--- config.mk ---
export PLATFORM = sky130hd
export DESIGN_NAME = core_subset_exec
export DESIGN_NICKNAME = d
export VERILOG_FILES = /design/src/rtl/core_subset_pkg.sv /design/src/rtl/core_subset_exec.sv
export SDC_FILE = /design/constraint.sdc
export NUM_CORES = 1
export LEC_CHECK = 0
export BUFFER_PORTS_ARGS = -buffer_cell sky130_fd_sc_hd__buf_2
export CAP_MARGIN = 20
export CORE_MARGIN = 2
export CORE_UTILIZATION = 35
export DETAILED_ROUTE_END_ITERATION = 10
export GPL_ROUTABILITY_DRIVEN = 0
export PLACE_DENSITY_LB_ADDON = 0.12
export SYNTH_ARGS = -nofsm -noshare
export SYNTH_HDL_FRONTEND = slang
export SYNTH_SLANG_ARGS = --single-unit
--- constraint.sdc ---
create_clock -name clk_sys_in -period 7.89 [get_ports clk_sys_in]
set_input_delay 1.578 -clock clk_sys_in [delete_from_list [all_inputs] [get_ports clk_sys_in]]
set_output_delay 1.578 -clock clk_sys_in [all_outputs]
set_load 0.02 [all_outputs]
--- src/rtl/core_subset_pkg.sv ---
// Shared constants and operation codes for the core execution subset
package core_subset_pkg;

  localparam int        DATA_W     = 8;        // Byte width of data path
  localparam int        MSB_BIT    = 7;        // Top bit of a byte
  localparam int        LSB_BIT    = 0;        // Bottom bit of a byte
  localparam int        NIB_W      = 4;        // Nibble width
  localparam logic [7:0] ZERO_BYTE = 8'h00;    // Cleared byte value
  localparam logic [7:0] ONE_BYTE  = 8'h01;    // Step for plus and minus one
  localparam logic [3:0] NIB_MAX   = 4'h9;     // Largest legal decimal digit
  localparam logic [7:0] BCD_LO    = 8'h06;    // Low nibble decimal correction
  localparam logic [7:0] BCD_HI    = 8'h60;    // High nibble decimal correction

  // Timing: one system clock period and the dummy slot of a two-cycle op
  localparam int        CLK_PERIOD_NS = 40;    // 25 MHz system clock
  localparam int        DUMMY_NS      = 40;    // Dummy slot length
  localparam int        DUMMY_CYC     = (DUMMY_NS + CLK_PERIOD_NS - 1) / CLK_PERIOD_NS;

  // Default structural sizes
  localparam int        MEM_DEPTH_DEF = 64;    // Data memory bytes
  localparam int        PC_W_DEF      = 12;    // Program counter width
  localparam int        STACK_DEF     = 8;     // Return stack levels
  localparam int        WDOG_W_DEF    = 16;    // Watchdog counter width
  localparam int        PRESC_W_DEF   = 4;     // Watchdog prescaler width
  localparam logic [11:0] IRQ_VEC_DEF = 12'h004; // Interrupt entry address

  // Decoded operations handled by this block
  typedef enum logic [4:0] {
    idle_op, clear_byte_op, clear_bit_op, clear_wdog_op,
    invert_op, invert_to_accum_op, bcd_adjust_op,
    minus_one_op, minus_one_to_accum_op, plus_one_op, plus_one_to_accum_op,
    sleep_op, goto_op,
    copy_to_accum_op, copy_imm_op, copy_to_mem_op,
    union_op, union_imm_op, union_to_mem_op,
    back_from_sub_op, back_from_sub_imm_op, back_from_irq_op,
    rotate_left_op, rotate_left_to_accum_op, rotate_left_thru_carry_op
  } op_t;

endpackage

--- src/rtl/core_subset_exec.sv ---
// Execution unit for a subset of the 8-bit core instruction set
//
// Behaviour
// - Byte clear zeroes memory, flags untouched
// - Bit clear zeroes one bit only
// - Watchdog clear resets counter and both flags, but expiry in the same cycle still sets expired flag
// - Invert byte to memory or accumulator, Z only
// - Low nibble plus six if above nine/AC
// - High nibble plus six if above nine/C
// - Decimal adjust touches carry only, overflow sets
// - Minus one to memory or accumulator, Z only
// - Plus one to memory or accumulator, Z only
// - Sleep stops execution, keeps state, clears watchdog
// - Sleep sets sleep flag, clears expired flag unless expiry hits in the same cycle
// - Goto loads PC, two cycles, no flags
// - Copies move bytes, no flags affected
// - Idle only advances execution
// - Union ORs into accumulator or memory, Z only
// - Subroutine return pops PC, no flags
// - Return with value pops PC, loads accumulator
// - Interrupt return pops PC, sets global enable
// - Pending interrupt served before resuming main program
// - Rotate left in memory, bit7 to bit0
// - Rotate left into accumulator, memory unchanged
// - Rotate through carry, writes memory back
`timescale 1ns/100ps
module core_subset_exec #(
  parameter int MEM_DEPTH = core_subset_pkg::MEM_DEPTH_DEF,   // Data memory bytes
  parameter int PC_W      = core_subset_pkg::PC_W_DEF,        // Program counter width
  parameter int STACK_N   = core_subset_pkg::STACK_DEF,       // Return stack levels
  parameter int WDOG_W    = core_subset_pkg::WDOG_W_DEF,      // Watchdog counter width
  parameter int PRESC_W   = core_subset_pkg::PRESC_W_DEF,     // Watchdog prescaler width
  parameter logic [PC_W-1:0] IRQ_VEC = core_subset_pkg::IRQ_VEC_DEF // Interrupt entry
) (
  input  logic                          clk_sys_in,        // System clock, 25 MHz
  input  logic                          rstn_in,           // Async reset, active low
  input  logic                          ce_in,             // Clock enable, freezes all
  input  logic                          op_valid_in,       // Operation offered
  input  core_subset_pkg::op_t          op_code_in,        // Decoded operation
  input  logic [$clog2(MEM_DEPTH)-1:0]  op_addr_in,        // Data memory address
  input  logic [2:0]                    op_bit_in,         // Bit select
  input  logic [7:0]                    op_imm_in,         // Immediate operand
  input  logic [PC_W-1:0]               op_target_in,      // Goto destination
  input  logic                          push_in,           // Call logic pushes return
  input  logic [PC_W-1:0]               push_addr_in,      // Return address to push
  input  logic                          flag_wr_in,        // Load carry flags
  input  logic                          flag_c_in,         // Carry to load
  input  logic                          flag_ac_in,        // Aux carry to load
  input  logic                          irq_pending_in,    // Interrupt waiting
  input  logic                          wake_pin_in,       // Async wake-up pin
  input  logic [$clog2(MEM_DEPTH)-1:0]  peek_addr_in,      // Memory observe address
  output logic                          ready_out,         // Can take an operation
  output logic [7:0]                    accum_out,         // Accumulator
  output logic                          zero_flag_out,     // Z flag
  output logic                          carry_flag_out,    // C flag
  output logic                          aux_carry_out,     // AC flag
  output logic                          watchdog_expired_flag_out, // Watchdog expired
  output logic                          sleep_entered_flag_out,    // Sleep entered
  output logic                          global_irq_enable_out,     // Master irq enable
  output logic                          irq_ack_out,       // Pulse: irq entered
  output logic                          sys_clk_run_out,   // Low while clock stopped
  output logic [PC_W-1:0]               pc_out,            // Program counter
  output logic [WDOG_W-1:0]             watchdog_counter_out, // Watchdog count
  output logic [7:0]                    peek_data_out      // Memory observe data
);
  import core_subset_pkg::*;

  localparam int AW = $clog2(MEM_DEPTH);     // Memory address width
  localparam int SW = $clog2(STACK_N);       // Stack pointer width

  typedef enum logic [1:0] {st_run, st_dummy, st_sleep} state_t;

  state_t                 state;               // Sequencer state
  logic [7:0]             mem [MEM_DEPTH];     // Data memory in flip-flops
  logic [PC_W-1:0]        stack [STACK_N];     // Return stack
  logic [SW-1:0]          sp;                  // Next free stack slot
  logic [PRESC_W-1:0]     presc;               // Watchdog prescaler
  logic                   wake_meta;           // Wake synchroniser stage 1
  logic                   wake_sync;           // Wake synchroniser stage 2
  logic [DUMMY_CYC-1:0]   dummy_cnt;           // Dummy slot counter

  // Rotate one place left with a chosen fill bit
  function automatic logic [7:0] rot_left(input logic [7:0] v, input logic fill);
    rot_left = {v[MSB_BIT-1:LSB_BIT], fill};
  endfunction

  // Zero test shared by every Z-updating op
  function automatic logic is_zero(input logic [7:0] v);
    is_zero = (v == ZERO_BYTE);
  endfunction

  // Operation accepted this cycle
  logic fire;
  assign fire = ce_in && op_valid_in && ready_out && (state == st_run);

  // Operand fetch
  logic [7:0] mval;
  assign mval = mem[op_addr_in];

  // Decimal correction terms; the high digit is judged after the low
  // correction, otherwise a digit carry such as 9a would be missed
  logic       bcd_lo_fix;    // Low digit needs six
  logic       bcd_hi_fix;    // High digit needs six
  logic [8:0] bcd_mid;       // Accumulator after low correction
  logic [8:0] bcd_sum;       // Fully corrected value with carry out
  assign bcd_lo_fix = (accum_out[NIB_W-1:0] > NIB_MAX) || aux_carry_out;
  assign bcd_mid    = {1'b0, accum_out} + {1'b0, (bcd_lo_fix ? BCD_LO : ZERO_BYTE)};
  assign bcd_hi_fix = (bcd_mid[DATA_W-1:NIB_W] > NIB_MAX) || bcd_mid[DATA_W] || carry_flag_out;
  assign bcd_sum    = bcd_mid + {1'b0, (bcd_hi_fix ? BCD_HI : ZERO_BYTE)};

  // Result steering
  logic [7:0] next_result;    // Value produced
  logic       next_to_mem;    // Write result to memory
  logic       next_to_acc;    // Write result to accumulator
  logic       next_z_upd;     // Z follows result
  always_comb begin
    next_result = ZERO_BYTE;
    next_to_mem = 1'b0;
    next_to_acc = 1'b0;
    next_z_upd  = 1'b0;
    case (op_code_in)
      clear_byte_op: begin
        next_result = ZERO_BYTE;
        next_to_mem = 1'b1;
      end
      clear_bit_op: begin
        next_result = mval & ~(ONE_BYTE << op_bit_in);
        next_to_mem = 1'b1;
      end
      invert_op, invert_to_accum_op: begin
        next_result = ~mval;
        next_to_mem = (op_code_in == invert_op);
        next_to_acc = (op_code_in == invert_to_accum_op);
        next_z_upd  = 1'b1;
      end
      bcd_adjust_op: begin
        next_result = bcd_sum[DATA_W-1:0];
        next_to_mem = 1'b1;
      end
      minus_one_op, minus_one_to_accum_op: begin
        next_result = mval - ONE_BYTE;
        next_to_mem = (op_code_in == minus_one_op);
        next_to_acc = (op_code_in == minus_one_to_accum_op);
        next_z_upd  = 1'b1;
      end
      plus_one_op, plus_one_to_accum_op: begin
        next_result = mval + ONE_BYTE;
        next_to_mem = (op_code_in == plus_one_op);
        next_to_acc = (op_code_in == plus_one_to_accum_op);
        next_z_upd  = 1'b1;
      end
      copy_to_accum_op: begin
        next_result = mval;
        next_to_acc = 1'b1;
      end
      copy_imm_op, back_from_sub_imm_op: begin
        next_result = op_imm_in;
        next_to_acc = 1'b1;
      end
      copy_to_mem_op: begin
        next_result = accum_out;
        next_to_mem = 1'b1;
      end
      union_op, union_imm_op, union_to_mem_op: begin
        next_result = accum_out | ((op_code_in == union_imm_op) ? op_imm_in : mval);
        next_to_mem = (op_code_in == union_to_mem_op);
        next_to_acc = (op_code_in != union_to_mem_op);
        next_z_upd  = 1'b1;
      end
      rotate_left_op, rotate_left_to_accum_op: begin
        next_result = rot_left(mval, mval[MSB_BIT]);
        next_to_mem = (op_code_in == rotate_left_op);
        next_to_acc = (op_code_in == rotate_left_to_accum_op);
      end
      rotate_left_thru_carry_op: begin
        next_result = rot_left(mval, carry_flag_out);
        next_to_mem = 1'b1;
      end
      default: begin
        // Idle, control flow other than return with value, and watchdog ops produce no byte
        next_result = ZERO_BYTE;
      end
    endcase
  end

  // Is the op one that ends with a dummy slot
  logic two_cycle;
  assign two_cycle = (op_code_in == goto_op) || (op_code_in == back_from_sub_op)
                  || (op_code_in == back_from_sub_imm_op) || (op_code_in == back_from_irq_op);

  // Wake pin synchroniser, second stage only is read
  always_ff @(posedge clk_sys_in or negedge rstn_in) begin
    if (!rstn_in) begin
      wake_meta <= 1'b0;
      wake_sync <= 1'b0;
    end else if (ce_in) begin
      wake_meta <= wake_pin_in;
      wake_sync <= wake_meta;
    end
  end

  // Watchdog expiry term
  logic wdog_hit;
  assign wdog_hit = (presc == '1) && (watchdog_counter_out == '1);

  // Data memory writes; no reset so sleep and reset keep contents alike
  always_ff @(posedge clk_sys_in) begin
    if (fire && next_to_mem) begin
      mem[op_addr_in] <= next_result;
    end
  end

  // Observe port, registered
  always_ff @(posedge clk_sys_in or negedge rstn_in) begin
    if (!rstn_in) begin
      peek_data_out <= ZERO_BYTE;
    end else if (ce_in) begin
      peek_data_out <= mem[peek_addr_in];
    end
  end

  // Accumulator and zero flag
  always_ff @(posedge clk_sys_in or negedge rstn_in) begin
    if (!rstn_in) begin
      accum_out     <= ZERO_BYTE;
      zero_flag_out <= 1'b0;
    end else if (fire) begin
      if (next_to_acc) begin
        accum_out <= next_result;
      end
      if (next_z_upd) begin
        zero_flag_out <= is_zero(next_result);
      end
    end
  end

  // Carry and auxiliary carry
  always_ff @(posedge clk_sys_in or negedge rstn_in) begin
    if (!rstn_in) begin
      carry_flag_out <= 1'b0;
      aux_carry_out  <= 1'b0;
    end else if (ce_in) begin
      if (fire && op_code_in == bcd_adjust_op) begin
        // Over 99 shows as high fix or binary overflow
        carry_flag_out <= bcd_hi_fix || bcd_sum[DATA_W];
      end else if (fire && op_code_in == rotate_left_thru_carry_op) begin
        carry_flag_out <= mval[MSB_BIT];
      end else if (flag_wr_in) begin
        carry_flag_out <= flag_c_in;
        aux_carry_out  <= flag_ac_in;
      end
    end
  end

  // Sequencer: run, dummy slot, sleep
  always_ff @(posedge clk_sys_in or negedge rstn_in) begin
    if (!rstn_in) begin
      state           <= st_run;
      ready_out       <= 1'b1;
      sys_clk_run_out <= 1'b1;
      dummy_cnt       <= '0;
    end else if (ce_in) begin
      case (state)
        st_run: begin
          if (fire && two_cycle) begin
            state     <= st_dummy;
            ready_out <= 1'b0;
            dummy_cnt <= '0;
          end else if (fire && op_code_in == sleep_op) begin
            state           <= st_sleep;
            ready_out       <= 1'b0;
            sys_clk_run_out <= 1'b0;
          end
        end
        st_dummy: begin
          if (dummy_cnt == DUMMY_CYC[DUMMY_CYC-1:0] - 1'b1) begin
            state     <= st_run;
            ready_out <= 1'b1;
          end else begin
            dummy_cnt <= dummy_cnt + 1'b1;
          end
        end
        st_sleep: begin
          // Wake pin or watchdog expiry restarts the clock
          if (wake_sync || wdog_hit) begin
            state           <= st_run;
            ready_out       <= 1'b1;
            sys_clk_run_out <= 1'b1;
          end
        end
        default: begin
          state     <= st_run;
          ready_out <= 1'b1;
        end
      endcase
    end
  end

  // Program counter, stack and interrupt entry
  always_ff @(posedge clk_sys_in or negedge rstn_in) begin
    if (!rstn_in) begin
      pc_out                <= '0;
      sp                    <= '0;
      global_irq_enable_out <= 1'b0;
      irq_ack_out           <= 1'b0;
      for (int i = 0; i < STACK_N; i++) begin
        stack[i] <= '0;
      end
    end else if (ce_in) begin
      irq_ack_out <= 1'b0;
      if (fire) begin
        case (op_code_in)
          goto_op: pc_out <= op_target_in;
          back_from_sub_op, back_from_sub_imm_op: begin
            pc_out <= stack[sp - 1'b1];
            sp     <= sp - 1'b1;
          end
          back_from_irq_op: begin
            if (irq_pending_in) begin
              // Return address is not popped so the pending
              // handler returns to the main program afterwards
              pc_out                <= IRQ_VEC;
              irq_ack_out           <= 1'b1;
              global_irq_enable_out <= 1'b0;
            end else begin
              pc_out                <= stack[sp - 1'b1];
              sp                    <= sp - 1'b1;
              global_irq_enable_out <= 1'b1;
            end
          end
          sleep_op: pc_out <= pc_out + 1'b1;
          default:  pc_out <= pc_out + 1'b1;
        endcase
      end else if (push_in && state == st_run) begin
        stack[sp] <= push_addr_in;
        sp        <= sp + 1'b1;
      end
    end
  end

  // Watchdog counter, prescaler and its two flags
  always_ff @(posedge clk_sys_in or negedge rstn_in) begin
    if (!rstn_in) begin
      presc                     <= '0;
      watchdog_counter_out      <= '0;
      watchdog_expired_flag_out <= 1'b0;
      sleep_entered_flag_out    <= 1'b0;
    end else if (ce_in) begin
      if (fire && (op_code_in == clear_wdog_op || op_code_in == sleep_op)) begin
        presc                <= '0;
        watchdog_counter_out <= '0;
      end else begin
        presc <= presc + 1'b1;
        if (presc == '1) begin
          watchdog_counter_out <= watchdog_counter_out + 1'b1;
        end
      end
      if (fire && op_code_in == clear_wdog_op) begin
        sleep_entered_flag_out <= 1'b0;
      end else if (fire && op_code_in == sleep_op) begin
        sleep_entered_flag_out <= 1'b1;
      end
      // Expiry beats a same-cycle clear
      if (wdog_hit) begin
        watchdog_expired_flag_out <= 1'b1;
      end else if (fire && (op_code_in == clear_wdog_op || op_code_in == sleep_op)) begin
        watchdog_expired_flag_out <= 1'b0;
      end
    end
  end

  // Capture of the last accepted op for the checks below
  logic        chk_v;
  op_t         chk_op;
  logic [AW-1:0] chk_addr;
  logic [7:0]  chk_m, chk_a;
  logic        chk_c, chk_z;
  always_ff @(posedge clk_sys_in or negedge rstn_in) begin
    if (!rstn_in) begin
      chk_v    <= 1'b0;
      chk_op   <= idle_op;
      chk_addr <= '0;
      chk_m    <= ZERO_BYTE;
      chk_a    <= ZERO_BYTE;
      chk_c    <= 1'b0;
      chk_z    <= 1'b0;
    end else if (ce_in) begin
      chk_v    <= fire;
      chk_op   <= op_code_in;
      chk_addr <= op_addr_in;
      chk_m    <= mval;
      chk_a    <= accum_out;
      chk_c    <= carry_flag_out;
      chk_z    <= zero_flag_out;
    end
  end

  logic chk;
  assign chk = chk_v && ce_in && !wdog_hit;
endmodule

==> out/qor.txt, run 1 <==
status: finished clean
Routed Antenna Nets: 0
R2R setup slack: 2.79 ns
initial antenna violation count: 3
height of the die: 310.4 um
first-pass GRT wire length: 161.5 mm
FF-to-FF path depth: 16
Final Max Slew Viols: 0
Final Hold Fails: 0
share of the clock period used by the worst path: 0.8455
GRT Total Usage: 0.2362
Gate Count Post-Synth: 2076
most used cell, CP: buf_4
Critical Path AT: 7.08 ns
post-route cell area: 0.03805 sq mm
num rows: 112
initial core utilization: 0.3527
die area: 0.09637 sq mm
synthesized net count: 2156
nets@finish: 2301
Worst Path Buf+Inv: 4
commonest non-fill, non-tap cell in the layout: edfxtp_1
CTS H-tree lvls: 3
Seq/Total Area, Yosys: 0.5897
EDFF count, synth: 512
drt wl/cell: 32.05 um
Worst-Skew Late Latency: 0.66 ns
Post-CTS Setup Bufs: 0
Worst Max-Slew Pin Slew: 1.164 ns
crit-path max FO: 48
RSZ-0062 raised after global routing: no
Post-Syn Area: 0.03287 sq mm
LEAKAGE: 13.48 nW
hpwl dp: 76.65 mm
DRC viols: 0
Power Dens Cells: 275.0 mW/mm^2
CTS Hold Bufs: 0
hold depth: 2
WHS: 0.4733 ns
yosys warns: 0
pin count of the biggest net entering global routing: 72
number of global-route vias before repair: 21450
Critical Path RT: 8.30 ns
DRT Pass-1 Iters: 6
Worst Hold Class: reg -> reg
post-synthesis register bit count: 672
Max Clk Rate: 149.9 MHz
reg2reg start: accum_out[3]
Finished Core Util: 0.4084
number of vias per cell: 6.030
Max-slew headroom: 0.2213
die width: 310.4 um
Synth cell types: 80
share of cells above drive strength 1: 0.3370
Crit path max-delay family: buffers and inverters
DP Area: 0.03526 sq mm
Post-synth ARST share: 0.2381
root buffer cell: clkbuf_16
post-layout min period: 6.671 ns
hold path startpoint: global_irq_enable_out
total grt overflow: 0
setup_tns: 0 ns
Core Area: 0.09319 sq mm
Area Overhead vs Synth: 15.79%
R2R Path End: mem[53][7]
via count: 21350
clk sinks: 672
worst min-delay path endpoint: global_irq_enable_out
CTS clk-pin slew, worst paths: 0.06 ns
CTS buffer count: 78
Resized Gates After CTS: 0
Detailed Route Iter0 Violations: 2664
clock skew: 0.02197 ns
CP max-delay cell: buf_4
Main synth FF type: edfxtp_1
mean post-synth cell area: 15.83 sq um
peak supply drop: 0.0001715 V
commonest non-fill, non-tap cells in the layout: edfxtp_1 (512), mux4_2 (243), dfrtp_1 (157)
IO Port Bufs: 114
Crit path largest cell delay: 0.74 ns
startpoint types: input pin
Crit Path Category: in -> reg
CTS Buffer Depth: 3
drt total wl: 113.4 mm
CTS tree: yes
crit end category: flop
# fillers: 8443
Ports: 115
# setup viols final: 0
CP cell instances: buf_4, buf_4, mux4_2, mux2i_1, o22ai_1, nor4b_4, inv_2, ha_1, a21o_1, a21oi_1, nor2_1, a211oi_2, a21oi_1, xnor2_1, a211o_2, buf_4
max cap viols: 0
[per-layer routing]
metal | vias up | part of all wire | track usage
met1 | 11300 | 0.42 | 0.3273
met3 | 200 | 0.079 | 0.04366
met4 | 0 | 0.037 | 0.08336
li1 | 8750 | - | -
met2 | 1096 | 0.47 | 0.3730
met5 | - | 0 | 0
[stage by stage]
| stage | setup WS [ns] | std cells | power [mW] |
|---|---|---|---|
| 2_1_floorplan | 1.188 | 2076 | 5.926 |
| 3_3_place_gp | 0.7920 | 3369 | 6.688 |
| 3_5_place_dp | 0.6906 | 3387 | 6.740 |
| 4_1_cts | 1.375 | 3531 | 10.56 |
| 5_1_grt | 1.100 | 3539 | 10.87 |
| 6_report | 1.219 | 3540 | 10.46 |
[kinds of logic (layout without fill, tap and decap cells)]
family | after synthesis | count (layout) | synth area share
AOI/OAI and AO/OA | 309 | 309 | 0.06841
muxes | 458 | 458 | 0.2390
buffers and inverters | 176 | 385 | 0.02448
xor gates and xnor gates | 36 | 36 | 0.009594
adders and majority gates | 18 | 18 | 0.007538
other | 0 | 1 | 0
DFF | 672 | 672 | 0.5897
and+or+nand+nor | 407 | 407 | 0.06122
[power breakdown]
part           switching (mW)  total, mW  internal (mW)
Sequential              0.224       4.53           4.31
Clock                    1.54       3.82           2.28
Combinational            1.23       2.11          0.881
Total                    3.00       10.5           7.47
[state kept, by name, indices dropped and copies added (netlist names)]
signal	count
zero_flag_out	1
stack	96
sys_clk_run_out	1
state	2
watchdog_expired_flag_out	1
wake_meta	1
sp	3
aux_carry_out	1
carry_flag_out	1
mem	512
irq_ack_out	1
ready_out	1
wake_sync	1
watchdog_counter_out	16
sleep_entered_flag_out	1
accum_out	8
peek_data_out	8
global_irq_enable_out	1
presc	4
pc_out	12
[worst min-delay path: stages (launching register included)]
cell	delay (ns)
dfrtp_1	0.34
nand2_1	0.04
o21ai_0	0.06
[worst max-delay path by stage]
| stage | depth (start not counted) | end | start |
|---|---|---|---|
| floorplan | 19 | zero_flag_out | op_addr_in[2] |
| global placement | 16 | mem[54][7] | op_addr_in[0] |
| detailed placement | 16 | mem[52][7] | op_addr_in[0] |
| CTS | 16 | mem[53][7] | op_addr_in[0] |
| global route | 16 | mem[34][7] | op_addr_in[0] |
| finish | 16 | mem[53][7] | op_addr_in[0] |
[Yosys cell counts, types with 21 or more instances]
library cell	instances	area, sq um
o21ai_0	45	225.2
nor3_1	26	130.1
edfxtp_1	512	15370
buf_2	25	125.1
mux2i_1	66	660.6
nor2_1	135	506.7
buf_1	22	82.58
a22oi_1	24	180.2
xor2_1	22	192.7
mux2_2	146	1644
clkbuf_1	89	334.1
o22ai_1	21	131.4
a21oi_1	50	250.2
a221oi_1	55	481.7
nand3_1	28	140.1
dfrtp_1	158	3954
nand2_1	103	386.6
mux4_2	243	5473
[cell type report]
class                           count  area, sq um  area share
Antenna cell                        1        2.502  0.00006576
Clock buffer                       99         2113     0.05553
Clock inverter                     45        586.8     0.01542
Inverter                           22        82.58    0.002170
Multi-Input combinational cell   1228        12790      0.3360
Sequential cell                   672        19380      0.5093
Tap cell                         1254         1569     0.04123
Timing Repair Buffer              219         1530     0.04021
Power figures use the tool's default switching activity.
==> run 2: changes to the inputs <==
clock period = 6.22 ns   (was 7.89 ns; I/O delays follow)
==> out/qor.txt, run 2 (synthesis results as in run 1) <==
status: finished clean
Critical Path AT: 6.03 ns (-1.05 ns)
Power Dens Cells: 343.9 mW/mm^2 (+25%)
die width: 310.4 um (unchanged)
Worst-Skew Late Latency: 0.64 ns (-0.02 ns)
crit-path max FO: 40 (-17%)
Worst Max-Slew Pin Slew: 1.118 ns (-0.04571 ns)
num rows: 112 (unchanged)
CTS H-tree lvls: 3 (unchanged)
initial antenna violation count: 6 (+3)
peak supply drop: 0.0002211 V (+29%)
pre-CTS setup slack: 0.05832 ns (-0.6322 ns)
max cap viols: 0 (unchanged)
Critical Path RT: 6.56 ns (-1.74 ns)
share of the clock period used by the worst path: 0.9150
total power draw: 13.21 mW (+26%)
total grt overflow: 0 (unchanged)
Core Area: 0.09319 sq mm (unchanged)
CTS Buffer Depth: 3 (unchanged)
Detailed Route Iter0 Violations: 2472 (-7.2%)
CTS tree: yes
Finished Core Util: 0.4121 (+0.003760)
Post-CTS Setup Bufs: 0 (unchanged)
Resized Gates After CTS: 0 (unchanged)
Routed Antenna Nets: 0 (unchanged)
nets@finish: 2357 (+2.4%)
via count: 21640 (+1.4%)
GRT Total Usage: 0.2403 (+0.004143)
clk sinks: 672 (unchanged)
Final Hold Fails: 0 (unchanged)
CTS clk-pin slew, worst paths: 0.05 ns (about the same)
die area: 0.09637 sq mm (unchanged)
Top Registers: mem: 512 flops, stack: 96 flops, watchdog_counter_out: 16 flops
crit end category: flop
commonest non-fill, non-tap cell in the layout: edfxtp_1
DP Area: 0.03575 sq mm (+1.4%)
first-pass GRT wire length: 164.3 mm (+1.7%)
# fillers: 8519 (+0.90%)
initial core utilization: 0.3527 (unchanged)
IO Port Bufs: 114 (unchanged)
root buffer cell: clkbuf_16
LEAKAGE: 13.76 nW (+2.1%)
Internal: 9.439 mW (+26%)
Max-slew headroom: 0.2519 (+0.03059)
pin count of the biggest net entering global routing: 84 (+17%)
DRC viols: 0 (unchanged)
Sw Ratio: 0.2852 (-0.001203)
drt wl/cell: 32.17 um (+0.37%)
Max Clk Rate: 175.7 MHz
setup_tns: 0 ns (unchanged)
# setup viols final: 0 (unchanged)
post-route cell area: 0.03840 sq mm (+0.92%)
RSZ-0062 raised after global routing: no
CTS buffer count: 77 (-1.3%)
Final Max Slew Viols: 0 (unchanged)
Sequential Power Share: 0.436 (+0.003)
CTS Hold Bufs: 0 (unchanged)
clock skew: 0.02474 ns (+0.002765 ns)
Comb power frac: 0.209 (+0.007)
drt total wl: 115.6 mm (+1.9%)
Clk network pwr share: 0.355 (-0.010)
max reg flops: 512 (unchanged)
Crit Path Category: in -> reg
Area Overhead vs Synth: 16.85%
Setup WS post-layout: 0.5290 ns (-0.6902 ns)
startpoint types: input pin
post-layout min period: 5.691 ns
height of the die: 310.4 um (unchanged)
DRT Pass-1 Iters: 6 (unchanged)
commonest non-fill, non-tap cells in the layout: edfxtp_1 (512), mux4_2 (243), dfrtp_1 (157)
Ports: 115 (unchanged)
number of global-route vias before repair: 21790 (+1.6%)
number of vias per cell: 6.023 (-0.12%)
switching power: 3.766 mW (+26%)
Largest Register: mem
share of cells above drive strength 1: 0.3520 (+0.01503)
Worst Hold Class: reg -> reg
hpwl dp: 79.17 mm (+3.3%)
R2R setup slack: 1.21 ns (-1.58 ns)
==> run 2: cell count changes in the layout (fill, tap and decap cells not counted), moves of 5 or more <==
| cell | delta |
|---|---|
| clkinvlp_4 | -7 |
| clkinv_2 | +5 |
| buf_6 | -12 |
| buf_12 | +7 |
| buf_4 | +62 |
==> run 2: layout make-up <==
class                           instances  area [sq um]  area share
Tap cell                             1254          1569     0.04085
Multi-Input combinational cell       1228         12770      0.3326
Timing Repair Buffer                  276          1992     0.05187
Clock inverter                         35         375.4    0.009774
Clock buffer                          105          2228     0.05802
Sequential cell                       672         19380      0.5047
Antenna cell                            1         2.502  0.00006516
Inverter                               22         82.58    0.002150
==> run 2: final timing paths <==
path / end / start / depth (start not counted)
min in group asynchronous: presc[3] / rstn_in / 1
max reg2reg: zero_flag_out / accum_out[3] / 14
min: global_irq_enable_out / global_irq_enable_out / 2
max in group asynchronous: stack[47] / rstn_in / 2
max: mem[55][7] / op_addr_in[0] / 17
min reg2reg: global_irq_enable_out / global_irq_enable_out / 2
==> run 2: metrics by stage <==
stage               hold slack [ns]  cells
finish                       0.4767   3593
global route                 0.5086   3593
CTS                          0.4834   3587
detailed placement           0.4706   3447
global placement             0.4645   3444
floorplan                    0.4740   2076
==> run 2: worst max-delay path, cell delays in order <==
cell and delay (ns):
buf_4 0.47, buf_4 0.25, nor2b_2 0.62, buf_4 0.30
a22oi_1 0.10, nand3_1 0.14, nand4_1 0.16, nor4_1 0.67
buf_4 0.28, inv_1 0.05, ha_1 0.33, and4_1 0.17
a211oi_2 0.27, a21oi_1 0.12, xnor2_1 0.14, a211o_2 0.42
buf_12 0.20
==> run 2: layer usage <==
metal	track usage	up-vias	wire length, um
met3	0.04938	211	9152
met5	0	-	26
met4	0.09471	4	4712
met1	0.3286	11520	48080
li1	-	8855	-
met2	0.3762	1052	53600
==> run 2: power by group through the flow <==
| stage | logic [mW] | clock network [mW] | registers (mW) |
|---|---|---|---|
| 2_1_floorplan | 1.66 | 0 | 5.86 |
| 3_3_place_gp | 2.74 | 0 | 5.82 |
| 3_5_place_dp | 2.79 | 0 | 5.84 |
| 4_1_cts | 2.80 | 4.79 | 5.75 |
| 5_1_grt | 2.96 | 4.95 | 5.80 |
| 6_report | 2.76 | 4.69 | 5.75 |
